===== config.mk =====
export PLATFORM = sky130hd
export DESIGN_NAME = hcs_strap_select
export DESIGN_NICKNAME = d
export VERILOG_FILES = /design/src/pkg/hcs_pkg.sv /design/src/hdl/hcs_strap_select.sv /design/src/hdl/hcs_sync.sv
export SDC_FILE = /design/constraint.sdc
export NUM_CORES = 1
export LEC_CHECK = 0
export BUFFER_PORTS_ARGS = -buffer_cell sky130_fd_sc_hd__buf_4
export CORE_MARGIN = 2
export CORE_UTILIZATION = 52
export DETAILED_ROUTE_END_ITERATION = 6
export PLACE_DENSITY = 0.82
export SYNTH_ARGS = -nofsm -noshare
export SYNTH_HDL_FRONTEND = slang
export SYNTH_HIERARCHICAL = 1
export SYNTH_SLANG_ARGS = --single-unit

===== constraint.sdc =====
create_clock -name sys_clk_in -period 4 [get_ports sys_clk_in]
set_clock_uncertainty 0.15 [all_clocks]
set_input_delay 0.2 -clock sys_clk_in [delete_from_list [all_inputs] [get_ports sys_clk_in]]
set_output_delay 0.2 -clock sys_clk_in [all_outputs]
set_load 0.03 [all_outputs]

===== src/pkg/hcs_pkg.sv =====
package hcs_pkg;

    // Two-bit configuration method code, {bit1, bit0}
    localparam logic [1:0] HCS_CFG_RESERVED = 2'h0;
    localparam logic [1:0] HCS_CFG_SMBUS = 2'h1;
    localparam logic [1:0] HCS_CFG_DEFAULT = 2'h2;
    localparam logic [1:0] HCS_CFG_EEPROM = 2'h3;

    // Seven-bit slave address answered in the SMBus download method
    localparam logic [6:0] HCS_SMBUS_ADDR = 7'h2C;
    localparam logic [6:0] HCS_ADDR_NONE = 7'h00;

    // Positions of the pin levels inside the synchroniser vector
    localparam int HCS_SYNC_W = 10;
    localparam int HCS_SY_SEL0 = 0;
    localparam int HCS_SY_SEL1 = 1;
    localparam int HCS_SY_EXTCLK = 2;
    localparam int HCS_SY_LPWR = 3;
    localparam int HCS_SY_FIX0 = 4;
    localparam int HCS_SY_FIX1 = 5;
    localparam int HCS_SY_PPOL = 6;
    localparam int HCS_SY_TEST = 7;
    localparam int HCS_SY_SCL = 8;
    localparam int HCS_SY_SPARE = 9;

    // Shortest legal reset pulse and its length in system clocks
    localparam int HCS_CLK_PERIOD_NS = 4;
    localparam int HCS_RESET_MIN_NS = 1000;
    localparam int HCS_RESET_MIN_CYC = (HCS_RESET_MIN_NS + HCS_CLK_PERIOD_NS - 1)
                                       / HCS_CLK_PERIOD_NS;

    // Capture sequencer, one-hot
    typedef enum logic [1:0] {
        HCS_ST_SAMPLE = 2'h1,
        HCS_ST_RUN = 2'h2
    } hcs_state_t;

endpackage


===== src/hdl/hcs_strap_select.sv =====
`timescale 1ns/1ps
// Operation
// Sample select-0 at reset release, then clock
// Sample select-1, form two-bit method code
// Code 01: SMBus slave at 0101100
// Code 10: internal defaults plus strap pins
// Code 11: EEPROM load; 00 reserved
// Clock select: low crystal, high external
// Reset low is asserted; at least 1 us
// Local power detect high means self power
// Test input left open or grounded
// Default mode samples fixed-port strap, LED polarity
// Latch port power polarity at release
// Default mode: power detect sets sensing mode
// Method code held until next reset
module hcs_strap_select
    import hcs_pkg::*;
(
    input wire logic sys_clk_in,
    input wire logic reset_n_in,
    input wire logic config_method_bit0_in,
    input wire logic config_method_bit1_in,
    input wire logic ext_clock_select_in,
    input wire logic local_power_detect_in,
    input wire logic [1:0] fixed_port_strap_in,
    input wire logic port_power_polarity_strap_in,
    input wire logic test_mode_in,
    input wire logic scl_drive_low_in,
    input wire logic port_power_request_in,
    input wire logic [1:0] green_on_in,
    input wire logic downloaded_self_powered_in,
    input wire logic downloaded_ganged_sense_in,
    output logic [1:0] config_method_out,
    output logic config_valid_out,
    output logic smbus_mode_out,
    output logic eeprom_mode_out,
    output logic default_mode_out,
    output logic reserved_mode_out,
    output logic [6:0] smbus_slave_addr_out,
    output logic scl_serial_clock_out,
    output logic scl_out,
    output logic scl_oe_out,
    output logic osc_external_clock_out,
    output logic osc_driver_enable_out,
    output logic local_power_available_out,
    output logic self_powered_out,
    output logic current_sense_ganged_out,
    output logic port1_fixed_out,
    output logic port2_fixed_out,
    output logic compound_device_out,
    output logic [1:0] green_active_low_out,
    output logic [1:0] green_indicator_out,
    output logic green_indicator_oe_out,
    output logic port_power_active_high_out,
    output logic port_power_enable_out,
    output logic port_power_enable_oe_out
);

    logic [HCS_SYNC_W-1:0] pins_raw;
    logic [HCS_SYNC_W-1:0] pins_sync;

    assign pins_raw[HCS_SY_SEL0] = config_method_bit0_in;
    assign pins_raw[HCS_SY_SEL1] = config_method_bit1_in;
    assign pins_raw[HCS_SY_EXTCLK] = ext_clock_select_in;
    assign pins_raw[HCS_SY_LPWR] = local_power_detect_in;
    assign pins_raw[HCS_SY_FIX0] = fixed_port_strap_in[0];
    assign pins_raw[HCS_SY_FIX1] = fixed_port_strap_in[1];
    assign pins_raw[HCS_SY_PPOL] = port_power_polarity_strap_in;
    assign pins_raw[HCS_SY_TEST] = test_mode_in;
    assign pins_raw[HCS_SY_SCL] = config_method_bit0_in;
    assign pins_raw[HCS_SY_SPARE] = 1'b0;

    hcs_sync u_sync (
        .sys_clk_in(sys_clk_in),
        .async_in(pins_raw),
        .sync_out(pins_sync)
    );

    // Captured configuration
    hcs_state_t state_reg, state_next;
    logic [1:0] method_reg, method_next;
    logic [1:0] fixed_reg, fixed_next;
    logic ppol_reg, ppol_next;

    // Live outputs
    logic [6:0] addr_reg, addr_next;
    logic sclk_reg, sclk_next;
    logic scl_oe_reg, scl_oe_next;
    logic extclk_reg, extclk_next;
    logic osc_drv_reg, osc_drv_next;
    logic lpwr_reg, lpwr_next;
    logic selfp_reg, selfp_next;
    logic gang_reg, gang_next;
    logic [1:0] gr_pol_reg, gr_pol_next;
    logic [1:0] gr_reg, gr_next;
    logic gr_oe_reg, gr_oe_next;
    logic pp_reg, pp_next;
    logic pp_oe_reg, pp_oe_next;

    logic running;
    logic serial_mode;
    logic dflt_mode;

    assign running = (state_reg == HCS_ST_RUN);
    assign dflt_mode = running && (method_reg == HCS_CFG_DEFAULT);
    assign serial_mode = running
                         && ((method_reg == HCS_CFG_SMBUS) || (method_reg == HCS_CFG_EEPROM));

    // Capture sequencer: the first clock after release takes the straps
    always_comb begin
        state_next = state_reg;
        method_next = method_reg;
        fixed_next = fixed_reg;
        ppol_next = ppol_reg;
        case (state_reg)
            HCS_ST_SAMPLE: begin
                method_next = {pins_sync[HCS_SY_SEL1], pins_sync[HCS_SY_SEL0]};
                fixed_next = {pins_sync[HCS_SY_FIX1], pins_sync[HCS_SY_FIX0]};
                ppol_next = pins_sync[HCS_SY_PPOL];
                state_next = HCS_ST_RUN;
            end
            HCS_ST_RUN: begin
                // Select pins are ignored from here until reset returns
                state_next = HCS_ST_RUN;
            end
            default: begin
                state_next = HCS_ST_SAMPLE;
            end
        endcase
    end

    // Reset low at any time restarts sampling; pulse width is the system's duty
    always_ff @(posedge sys_clk_in or negedge reset_n_in) begin
        if (!reset_n_in) begin
            state_reg <= HCS_ST_SAMPLE;
            method_reg <= HCS_CFG_RESERVED;
            fixed_reg <= 2'h0;
            ppol_reg <= 1'b1;
        end else begin
            state_reg <= state_next;
            method_reg <= method_next;
            fixed_reg <= fixed_next;
            ppol_reg <= ppol_next;
        end
    end

    // Output and pin behaviour derived from the captured code
    always_comb begin
        addr_next = HCS_ADDR_NONE;
        if (running && (method_reg == HCS_CFG_SMBUS)) begin
            addr_next = HCS_SMBUS_ADDR;
        end

        // Once sampled, the select-0 pin serves only as the serial clock, and only in the SMBus and EEPROM modes
        sclk_next = serial_mode ? pins_sync[HCS_SY_SCL] : 1'b1;
        scl_oe_next = serial_mode && scl_drive_low_in;

        extclk_next = pins_sync[HCS_SY_EXTCLK];
        osc_drv_next = ~pins_sync[HCS_SY_EXTCLK];
        lpwr_next = pins_sync[HCS_SY_LPWR];

        // Defaults follow the power detect pin; downloads carry their own
        if (dflt_mode) begin
            selfp_next = pins_sync[HCS_SY_LPWR];
            gang_next = pins_sync[HCS_SY_LPWR];
        end else begin
            selfp_next = downloaded_self_powered_in;
            gang_next = downloaded_ganged_sense_in;
        end

        // Strap bit n sets LED n+1 active low; downloaded configs use active low
        if (dflt_mode) begin
            gr_pol_next = fixed_reg;
        end else begin
            gr_pol_next = 2'h3;
        end
        // LED pins stay released until their strap levels are taken
        gr_next = green_on_in ^ gr_pol_reg;
        gr_oe_next = running;

        // Test input is deliberately not wired to any behaviour
        pp_next = running ? (port_power_request_in ~^ ppol_reg) : ~ppol_reg;
        pp_oe_next = running;
    end

    always_ff @(posedge sys_clk_in or negedge reset_n_in) begin
        if (!reset_n_in) begin
            addr_reg <= HCS_ADDR_NONE;
            sclk_reg <= 1'b1;
            scl_oe_reg <= 1'b0;
            extclk_reg <= 1'b0;
            osc_drv_reg <= 1'b1;
            lpwr_reg <= 1'b0;
            selfp_reg <= 1'b0;
            gang_reg <= 1'b0;
            gr_pol_reg <= 2'h3;
            gr_reg <= 2'h0;
            gr_oe_reg <= 1'b0;
            pp_reg <= 1'b0;
            pp_oe_reg <= 1'b0;
        end else begin
            addr_reg <= addr_next;
            sclk_reg <= sclk_next;
            scl_oe_reg <= scl_oe_next;
            extclk_reg <= extclk_next;
            osc_drv_reg <= osc_drv_next;
            lpwr_reg <= lpwr_next;
            selfp_reg <= selfp_next;
            gang_reg <= gang_next;
            gr_pol_reg <= gr_pol_next;
            gr_reg <= gr_next;
            gr_oe_reg <= gr_oe_next;
            pp_reg <= pp_next;
            pp_oe_reg <= pp_oe_next;
        end
    end

    // Mode flags are flops of their own so each flag output leaves a register
    logic smbus_reg, eeprom_reg, dflt_reg, resv_reg, valid_reg;
    logic smbus_next, eeprom_next, dflt_next, resv_next, valid_next;
    logic fix1_next, fix2_next, comp_next;
    logic fix1_reg, fix2_reg, comp_reg;

    always_comb begin
        valid_next = (state_next == HCS_ST_RUN);
        smbus_next = valid_next && (method_next == HCS_CFG_SMBUS);
        eeprom_next = valid_next && (method_next == HCS_CFG_EEPROM);
        dflt_next = valid_next && (method_next == HCS_CFG_DEFAULT);
        resv_next = valid_next && (method_next == HCS_CFG_RESERVED);
        // 01 fixes port 1; 10 and 11 fix both ports
        fix1_next = dflt_next && (fixed_next != 2'h0);
        fix2_next = dflt_next && fixed_next[1];
        comp_next = fix1_next;
    end

    always_ff @(posedge sys_clk_in or negedge reset_n_in) begin
        if (!reset_n_in) begin
            valid_reg <= 1'b0;
            smbus_reg <= 1'b0;
            eeprom_reg <= 1'b0;
            dflt_reg <= 1'b0;
            resv_reg <= 1'b0;
            fix1_reg <= 1'b0;
            fix2_reg <= 1'b0;
            comp_reg <= 1'b0;
        end else begin
            valid_reg <= valid_next;
            smbus_reg <= smbus_next;
            eeprom_reg <= eeprom_next;
            dflt_reg <= dflt_next;
            resv_reg <= resv_next;
            fix1_reg <= fix1_next;
            fix2_reg <= fix2_next;
            comp_reg <= comp_next;
        end
    end

    assign config_method_out = method_reg;
    assign config_valid_out = valid_reg;
    assign smbus_mode_out = smbus_reg;
    assign eeprom_mode_out = eeprom_reg;
    assign default_mode_out = dflt_reg;
    assign reserved_mode_out = resv_reg;
    assign smbus_slave_addr_out = addr_reg;
    assign scl_serial_clock_out = sclk_reg;
    assign scl_out = 1'b0;
    assign scl_oe_out = scl_oe_reg;
    assign osc_external_clock_out = extclk_reg;
    assign osc_driver_enable_out = osc_drv_reg;
    assign local_power_available_out = lpwr_reg;
    assign self_powered_out = selfp_reg;
    assign current_sense_ganged_out = gang_reg;
    assign port1_fixed_out = fix1_reg;
    assign port2_fixed_out = fix2_reg;
    assign compound_device_out = comp_reg;
    assign green_active_low_out = gr_pol_reg;
    assign green_indicator_out = gr_reg;
    assign green_indicator_oe_out = gr_oe_reg;
    assign port_power_active_high_out = ppol_reg;
    assign port_power_enable_out = pp_reg;
    assign port_power_enable_oe_out = pp_oe_reg;

endmodule


===== src/hdl/hcs_sync.sv =====
`timescale 1ns/1ps
module hcs_sync
    import hcs_pkg::*;
(
    input wire logic sys_clk_in,
    input wire logic [HCS_SYNC_W-1:0] async_in,
    output logic [HCS_SYNC_W-1:0] sync_out
);

    // No reset on purpose: the chain keeps tracking the pins while reset is
    // low, so at release it already holds the pin levels from two clocks before.
    genvar i;
    generate
        for (i = 0; i < HCS_SYNC_W; i++) begin : g_bit
            logic meta_reg;
            logic stable_reg;
            always_ff @(posedge sys_clk_in) begin
                meta_reg <= async_in[i];
                stable_reg <= meta_reg;
            end
            assign sync_out[i] = stable_reg;
        end
    endgenerate

endmodule


After elaboration in Yosys (flattened, before gate mapping). Index checks and enable logic that the tools add are counted. Widths: inputs -> output; s select.

Bitwise gates (word level): 4. Reduce and logical (&&, ||, !) cells: 14. Equality and inequality tests: 9. Multiplexer cells: 9.

Operators by type and width (count): $eq 2x2->1 const B (6); $logic_and 1x1->1 (10); $mux 2 (4); $eq 2x1->1 const B (3); $mux 6 (1); $mux 1 (4); $logic_not 2->1 (1); $not 1->1 (2); $reduce_bool 2->1 (1); $reduce_or 2->1 (1); $xor 2x2->2 (1); $logic_or 1x1->1 (1); $xnor 1x1->1 (1).

Word-level logic and storage cells: 73. Input bits: 16. Register bits: 48.

Longest topological paths before layout. Gate-level depths: netlist of the first run.

Word-level depth: 6. Gate-level depth with buffers: 4. Mapped depth without buffers: 4.

By module. The synthesis of the first run kept the hierarchy.

By module, submodules not included: hcs_strap_select (instances 1, area each 1026.0 um^2, sequential area each 683.2 um^2, cells each 72); hcs_sync (instances 1, area each 475.5 um^2, sequential area each 400.4 um^2, cells each 30).

Worst setup path after synthesis of the first run. Ideal clock, no wire load.

Path kind: register to register. Start: register state_reg[1]. End: register comp_reg, in the netlist compound_device_out. Path slack: 2149 ps. Cell stages (with the launch flop): 5. Data arrival time: 1618 ps. Buffers on the path: 0. Period minus slack after synthesis: 1851 ps. Cell sequence: dfrtp_1 inv_1 ha_1 or4b_4 a22oi_2.

Word-level cells in the longest chain between the ends: 6. Elaborated cells between the ends (all ways): 11. Those cells by class: 4 x eq/ne; 3 x mux; 4 x reduce/logical.

Ends and longest elaborated chain: start, declared (line hcs_strap_select.sv:80) `hcs_state_t state_reg, state_next;`; start signal, assigned (line hcs_strap_select.sv:140) `state_reg <= state_next;`; $eq 2x2->1 or $eq 2x1->1 (tied branches) (line hcs_strap_select.sv:115) `case (state_reg)`; $reduce_or 2->1 (no line) (*); $mux 2 (*) (line hcs_strap_select.sv:115); via state_next[0] (line hcs_strap_select.sv:80); $eq 2x2->1 (*) (line hcs_strap_select.sv:225) `valid_next = (state_next == HCS_ST_RUN);`; $logic_and 1x1->1 (*) (line hcs_strap_select.sv:228) `dflt_next = valid_next && (method_next == HCS_CFG_DEFAULT);`; $logic_and 1x1->1 (*) (line hcs_strap_select.sv:231) `fix1_next = dflt_next && (fixed_next != 2'h0);`; via comp_next (line hcs_strap_select.sv:221) `logic fix1_next, fix2_next, comp_next;`; end signal, assigned (line hcs_strap_select.sv:254) `comp_reg <= comp_next;`; end, declared (line hcs_strap_select.sv:222) `logic fix1_reg, fix2_reg, comp_reg;`.

Mark *: on every way through the listed nets, which the timed path passes. The rest lies on a longest branch. A chain may end at the register's enable or synchronous reset.

Final worst setup path of the first run. Ends and elaborated chain as after synthesis.

==> flow_summary.json, run 1 <==
{
  "place_inst": 155,
  "final_util_pct": 74.1,
  "ys.warnings.count": 6,
  "finalSetupViolCount": 0,
  "ir_drop_v": 0.000378,
  "antenna_cells": 0,
  "setup_tns_ps": 0,
  "cts_tree": "built",
  "ant_nets": 0,
  "avgViaCountPerCell": 4.62,
  "dpl.hpwl_um": 1500,
  "dp_slack_ps": 2260,
  "vias": 817,
  "fin_crit_ps": 1800,
  "reg2reg_to": "compound_device_out",
  "clock_latency_ps": 340,
  "syn_inst": 96,
  "post-route-period-util_pct": 44.9,
  "clk_pin_slew_worst_paths_ps": 120,
  "fmax_mhz": 556,
  "routedWlPerCell_um": 12.6,
  "antenna_found_initial": 0,
  "grt_pass1_vias": 853,
  "chipHeight_um": 56.0,
  "crit_path_end_kind": "flip-flop",
  "final_nets": 165,
  "ff2ff_path_depth": 4,
  "fin_ws_ps": 2200,
  "regToRegSetupSlack_ps": 2200,
  "hold_class": "in2async",
  "syn_area_per_cell_um2": 14.6,
  "p_leak_uw": 0.000908,
  "htreeDepth": 2,
  "gp_congestion": 0.728,
  "synth_area_um2": 1410,
  "grt_overflow": 0,
  "fin_cells": 177,
  "root_buffer": "clkbuf_4",
  "rows": 18,
  "drt_iter0_drc": 7,
  "grt_max_degree": 28,
  "dr.pass1.iters": 2,
  "drc": 0,
  "numClockSinks": 43,
  "grt_pass1_wl_um": 3540,
  "post_cts_buffers": 0,
  "crit_type": "reg2reg",
  "crit_required_ps": 4110,
  "ios": 49,
  "whs_ps": 135,
  "start_kind": "flip-flop",
  "clock_path_buffers": 2,
  "max-cap-violations": 0,
  "arrival_ps": 1910,
  "initial_core_util_pct": 55.8,
  "r2r-start": "state_reg[1]",
  "drv_slew": 0,
  "io_buffers": 42,
  "track_usage_pct": 15.3,
  "cts_buffers": 5,
  "die_area_um2": 3140,
  "outcome": "finished clean",
  "hold_viol": 0,
  "p_per_area_nw_per_um2": 438,
  "syn_to_final_growth_pct": 32.8,
  "cp_max_fo": 6,
  "rsz0062_at_grt": "false",
  "wirelength_um": 2240,
  "fp.coreArea_um2": 2520,
  "drive_gt1_share_pct": 44.9,
  "die_w_um": 56.0
}
cell type report:
type / count / area, um2
clock buffers: 7 / 76.3
clock inverters: 1 / 5.00
fillers: 156 / 654
inverters: 6 / 22.5
multi-input cells: 34 / 268
flip-flops and latches: 43 / 1000
well taps: 30 / 37.5
repair buffers: 56 / 455
report_power, final:
part	switching, uW	total, uW	internal [uW]
sequential	9.25	466	456
combinational	56.3	99.8	43.4
clock	130	253	123
total	196	818	622
through the flow:
stage / total power (uW) / area, um2
global placement: 560 / 1650
floorplan: 532 / 1420
detailed placement: 564 / 1650
CTS: 824 / 1870
global route: 850 / 1870
finish: 818 / 1870
how the worst max path moves through the flow:
stage                             from             endpoint  cells after the start
after detailed placement  state_reg[1]  compound_device_out                      4
after global placement    state_reg[0]  compound_device_out                      3
final                     state_reg[1]  compound_device_out                      4
after CTS                 state_reg[1]  compound_device_out                      4
after floorplan           state_reg[1]  compound_device_out                      4
after global routing      state_reg[1]  compound_device_out                      4
cell usage in the layout (no fill, tap or decap), types with 5 or more instances in the layout:
| cell type | n |
|---|---|
| inv_1 | 6 |
| dfstp_2 | 6 |
| conb_1 | 5 |
| dfrtp_1 | 21 |
| dfxtp_1 | 16 |
| dlygate4sd3_1 | 14 |
| mux2_2 | 5 |
| clkbuf_4 | 5 |
| buf_4 | 42 |
worst max-delay path, stage by stage, from the launching register on:
cell,delay (ps)
dfrtp_1,410
inv_1,80
ha_1,380
or4b_4,530
a22oi_2,180
routing by layer:
metal | routed length (um) | vias up | track usage, %
met5 | 0 | - | 0
met4 | 28 | 0 | 7.82
li1 | - | 382 | -
met3 | 166 | 7 | 6.05
met2 | 1230 | 34 | 27.9
met1 | 805 | 394 | 14.7
repair_timing:
action                                 CTS  global route
resized for setup                        0             0
hold buffers                            14             0
endpoints found under the hold margin   41             0
setup endpoints to repair                0             0
No activity file was read; power rests on OpenSTA's default activity.
==> run 2, diff against run 1 <==
--- a/config.mk
+++ b/config.mk
@@ -7,9 +7,9 @@
 export LEC_CHECK = 0
 export BUFFER_PORTS_ARGS = -buffer_cell sky130_fd_sc_hd__buf_4
 export CORE_MARGIN = 2
-export CORE_UTILIZATION = 52
+export CORE_UTILIZATION = 44
 export DETAILED_ROUTE_END_ITERATION = 6
-export PLACE_DENSITY = 0.82
+export PLACE_DENSITY = 0.74
 export SYNTH_ARGS = -nofsm -noshare
 export SYNTH_HDL_FRONTEND = slang
 export SYNTH_HIERARCHICAL = 1
==> constraint.sdc (replaced) <==
create_clock -name sys_clk_in -period 1.5 [get_ports sys_clk_in]
set_clock_uncertainty 0.15 [all_clocks]
set_input_delay 0.075 -clock sys_clk_in [delete_from_list [all_inputs] [get_ports sys_clk_in]]
set_output_delay 0.075 -clock sys_clk_in [all_outputs]
set_load 0.03 [all_outputs]
==> run 2 against run 1 <==
The flow now finishes with violations (setup timing). Wire length rose by 2.7%. Register-to-register slack got worse by 2400 ps. Clock-buffer cell count did not move. Final area rose by 7.9%. Via count rose by 1.3%. Utilization fell by 8.0 points. Sequential power rose to 2.7 times the previous value. Total power rose by 150%. Setup slack got worse by 2400 ps. Sequential cell count did not move.
==> flow_summary.json, run 2 (synthesis results as in run 1) <==
{
  "ant_nets": 0,
  "root_buffer": "clkbuf_4",
  "chipHeight_um": 60.5,
  "dr.pass1.iters": 3,
  "arrival_ps": 1770,
  "outcome": "finished, violations left",
  "clock_latency_ps": 330,
  "grt_overflow": 0,
  "clock_path_buffers": 2,
  "final_util_pct": 66.0,
  "antenna_cells": 0,
  "numClockSinks": 43,
  "grt_pass1_wl_um": 3530,
  "max-cap-violations": 0,
  "failed_checks": "setup timing",
  "start_kind": "flip-flop",
  "antenna_found_initial": 0,
  "ir_drop_v": 0.000644,
  "gp_congestion": 0.824,
  "finalSetupViolCount": 7,
  "final_common_cell": "buf_4",
  "worstPathCellList": "ha_4 > or4b_4 > a22oi_2",
  "final_nets": 173,
  "critPathBufInv": 0,
  "hold_class": "in2async",
  "die_w_um": 60.5,
  "track_usage_pct": 13.8,
  "fmax_mhz": 602,
  "ios": 49,
  "crit_family": "flip-flops",
  "drt_iter0_drc": 7,
  "avgViaCountPerCell": 4.16,
  "die_area_um2": 3660,
  "drc": 0,
  "syn_to_final_growth_pct": 43.3,
  "cts_buffers": 5,
  "grt_pass1_vias": 835,
  "routedWlPerCell_um": 11.5,
  "vias": 828,
  "cp_slowest_cell": "dfstp_2",
  "fp.coreArea_um2": 3050,
  "cp_slowest_stage_delay_ps": 570,
  "rows": 20,
  "crit_type": "reg2reg",
  "fin_crit_ps": 1660,
  "p_per_area_nw_per_um2": 1000,
  "io_buffers": 42,
  "rsz0062_at_grt": "true",
  "hold_viol": 0,
  "dp_slack_ps": -162,
  "p_leak_uw": 0.000957,
  "clk_pin_slew_worst_paths_ps": 110,
  "drv_slew": 0,
  "crit_path_end_kind": "flip-flop",
  "cts_tree": "built",
  "post-route-period-util_pct": 111,
  "htreeDepth": 2,
  "crit_required_ps": 1610,
  "final_cell_mix": "buf_4 (48), dfrtp_1 (20), dfxtp_1 (16)",
  "cp_max_fo": 3,
  "drive_gt1_share_pct": 53.5,
  "grt_max_degree": 28,
  "fin_ws_ps": -161,
  "initial_core_util_pct": 46.1,
  "wirelength_um": 2300
}
[run 2: cell types whose count changed in the layout (fill, tap and decap cells not counted), sizes merged]
| cell | before | now |
|---|---|---|
| buf | 42 | 50 |
[run 2: per-layer routing]
metal  up-vias  global-route usage, %  part of all wire [%]
met5         -                      0                     0
met4         0                   7.14                   1.2
met3         2                   6.61                   6.5
met2        30                   23.6                    53
met1       395                   13.9                    39
li1        401                      -                     -
[run 2: final cells by class]
| class | count | area (um2) |
|---|---|---|
| well taps | 44 | 55.1 |
| inverters | 6 | 22.5 |
| fillers | 241 | 1040 |
| multi-input cells | 34 | 360 |
| repair buffers | 64 | 523 |
| clock inverters | 1 | 5.00 |
| flip-flops and latches | 43 | 1000 |
| clock buffers | 7 | 45.0 |
[run 2: metrics by stage]
| step | instances | power (uW) | setup TNS [ps] | hold slack, ps | cell area (um2) |
|---|---|---|---|---|---|
| after floorplan | 100 | 1420 | -407 | -371 | 1440 |
| after global placement | 175 | 1500 | -337 | -155 | 1730 |
| after detailed placement | 175 | 1510 | -527 | -150 | 1730 |
| after CTS | 199 | 2040 | -600 | 21.8 | 1960 |
| after global routing | 199 | 2130 | -1040 | 30.8 | 2020 |
| final | 199 | 2020 | -679 | 27.7 | 2020 |
[run 2: final timing paths]
path	start	end	slack (ps)	cells after the start
worst min register to register	u_sync/g_bit[3].meta_reg	u_sync/g_bit[3].stable_reg	190	0
worst max-delay path	state_reg[0]	compound_device_out	-160	3
worst min-delay path	reset_n_in	osc_external_clock_out	30	2
worst max register to register	state_reg[0]	compound_device_out	-160	3
min in group sys_clk_in	u_sync/g_bit[3].meta_reg	u_sync/g_bit[3].stable_reg	190	0
max in group asynchronous	reset_n_in	state_reg[0]	870	2
[run 2: report_power, final]
group | internal (uW) | switching [uW] | total (uW)
Sequential | 1220 | 25.1 | 1240
Combinational | 128 | 154 | 282
Clock | 183 | 318 | 501
[run 2: worst register-to-register path: stages (launching register included)]
cell     delay, ps
dfstp_2        570
ha_4           200
or4b_4         510
a22oi_2        170
[run 2: what timing repair did]
action / CTS / global route
hold buffers: 14 / 0
gates resized for setup: 5 / 11
endpoints found under the hold margin: 41 / 0
setup buffers: 2 / 0
pin swaps: 0 / 3
setup endpoints to repair: 7 / 12
==> run 3, diff against run 2 <==
--- a/config.mk
+++ b/config.mk
@@ -10,6 +10,7 @@
 export CORE_UTILIZATION = 44
 export DETAILED_ROUTE_END_ITERATION = 6
 export PLACE_DENSITY = 0.74
+export SETUP_SLACK_MARGIN = 0.05
 export SYNTH_ARGS = -nofsm -noshare
 export SYNTH_HDL_FRONTEND = slang
 export SYNTH_HIERARCHICAL = 1
==> run 3 against run 2 <==
The run still ends with setup timing left. Sequential share of layout area grew 0.41 points. Register-to-register slack is essentially flat. Worst hold slack lost 7.8 ps. Maximum frequency shrank 0.59%. Global-route usage grew 0.23 points. Sequential power is essentially flat. Total power grew 0.35%. Critical path type unchanged. Critical endpoint unchanged. Largest power group unchanged. Highest routed layer unchanged.
==> flow_summary.json, run 3 (synthesis results as in run 1) <==
{
  "dr.pass1.iters": 4,
  "clock_path_buffers": 2,
  "placed_area_um2": 1720,
  "cts_tree": "built",
  "drc": 0,
  "cp_max_fo": 3,
  "antenna_cells": 0,
  "initial_core_util_pct": 46.1,
  "stdcell_area_um2": 2000,
  "p_per_area_nw_per_um2": 1020,
  "report.power.total_uw": 2030,
  "final_common_cell": "buf_4",
  "drt_iter0_drc": 14,
  "dpl.hpwl_um": 1530,
  "routedWlPerCell_um": 11.6,
  "htreeDepth": 2,
  "regToRegSetupSlack_ps": -170,
  "cp_slowest_cell": "dfstp_2",
  "setup_tns_ps": -540,
  "vias": 827,
  "post-route-period-util_pct": 111,
  "startpoint": "state_reg[0]",
  "grt_pass1_vias": 796,
  "gp_congestion": 0.830,
  "fp.coreArea_um2": 3050,
  "cp_num_cells": 3,
  "die_area_um2": 3660,
  "ff2ff_path_depth": 3,
  "numClockSinks": 43,
  "antenna_found_initial": 0,
  "crit_type": "reg2reg",
  "start_kind": "flip-flop",
  "rsz0062_at_grt": "true",
  "r2r-start": "state_reg[0]",
  "final_nets": 173,
  "cts_buffers": 5,
  "crit_family": "flip-flops",
  "cp_slowest_stage_delay_ps": 580,
  "hold_viol": 0,
  "failed_checks": "setup timing",
  "ir_drop_v": 0.000601,
  "grt_max_degree": 28,
  "ios": 49,
  "p_leak_uw": 0.000949,
  "hold_class": "in2async",
  "ant_nets": 0,
  "grt_overflow": 0,
  "final_cell_mix": "buf_4 (50), dfrtp_1 (20), dfxtp_1 (16)",
  "arrival_ps": 1790,
  "clk_pin_slew_worst_paths_ps": 110,
  "drv_slew": 0,
  "reg2reg_to": "compound_device_out",
  "max-cap-violations": 0,
  "fin_crit_ps": 1670,
  "drive_gt1_share_pct": 52.3,
  "fmax_mhz": 599,
  "syn_to_final_growth_pct": 42.2,
  "finalSetupViolCount": 8,
  "outcome": "finished, violations left",
  "wirelength_um": 2320,
  "chipHeight_um": 60.5,
  "rows": 20,
  "fin_ws_ps": -171,
  "critPathBufInv": 0,
  "crit_path_end_kind": "flip-flop",
  "track_usage_pct": 14.0,
  "worstPathCellList": "ha_4 > or4b_4 > a22oi_2",
  "root_buffer": "clkbuf_4",
  "die_w_um": 60.5,
  "crit_required_ps": 1620,
  "clock_latency_ps": 330,
  "grt_pass1_wl_um": 3550,
  "io_buffers": 42,
  "avgViaCountPerCell": 4.16
}
-- run 3: cell count changes in the layout (fill, tap and decap cells not counted) --
cell,change
buf_4,+2
buf_6,-2
inv_1,+1
inv_2,-1
mux2_2,+1
mux2_4,-1
nand2_1,+1
nand2_2,-1
or2_2,+1
or2_4,-1
-- run 3: how the worst max path moves through the flow --
stage | to
after global placement | compound_device_out
after global routing | compound_device_out
after CTS | compound_device_out
after detailed placement | compound_device_out
after floorplan | compound_device_out
final | compound_device_out
-- run 3: what timing repair did --
action	in CTS	in global routing
pin swaps	0	1
gates resized for setup	6	5
hold endpoints to repair	41	0
endpoints found under the setup margin	8	12
gates cloned	0	0
setup buffers	1	2
hold buffers	14	0
-- run 3: metrics by stage --
stage	instances	hold WS [ps]	utilization, %	setup slack (ps)
global placement	174	-156	56.4	-116
floorplan	100	-371	-	-155
detailed placement	174	-150	56.4	-149
global route	199	16.4	65.5	-238
CTS	197	21.8	63.9	-168
finish	199	19.9	65.5	-171
-- run 3: cell type report --
cell class	instances	area, um2
clock buffer	7	45.0
clock inverter	1	5.00
fill	244	1050
sequential	43	1000
multi-input combinational	34	352
tap	44	55.1
inverter	6	22.5
timing repair buffer	64	515
-- run 3: per-layer routing --
metal	wire [um]	vias to the layer above	track usage (%)
li1	-	400	-
met1	1020	392	16.0
met2	1120	30	22.0
met3	123	5	6.40
met4	53	0	7.45
met5	0	-	0
-- run 3: worst reg2reg max path: stages, from the launching register on --
cell and delay, ps:
dfstp_2 580, ha_4 200, or4b_4 500, a22oi_2 170
-- run 3: power breakdown --
part	switching (uW)	internal, uW	leakage [uW]
Combinational	155	127	0.000473
Sequential	24.8	1220	0.000447
Clock	325	183	0.0000293
Total	504	1530	0.000949
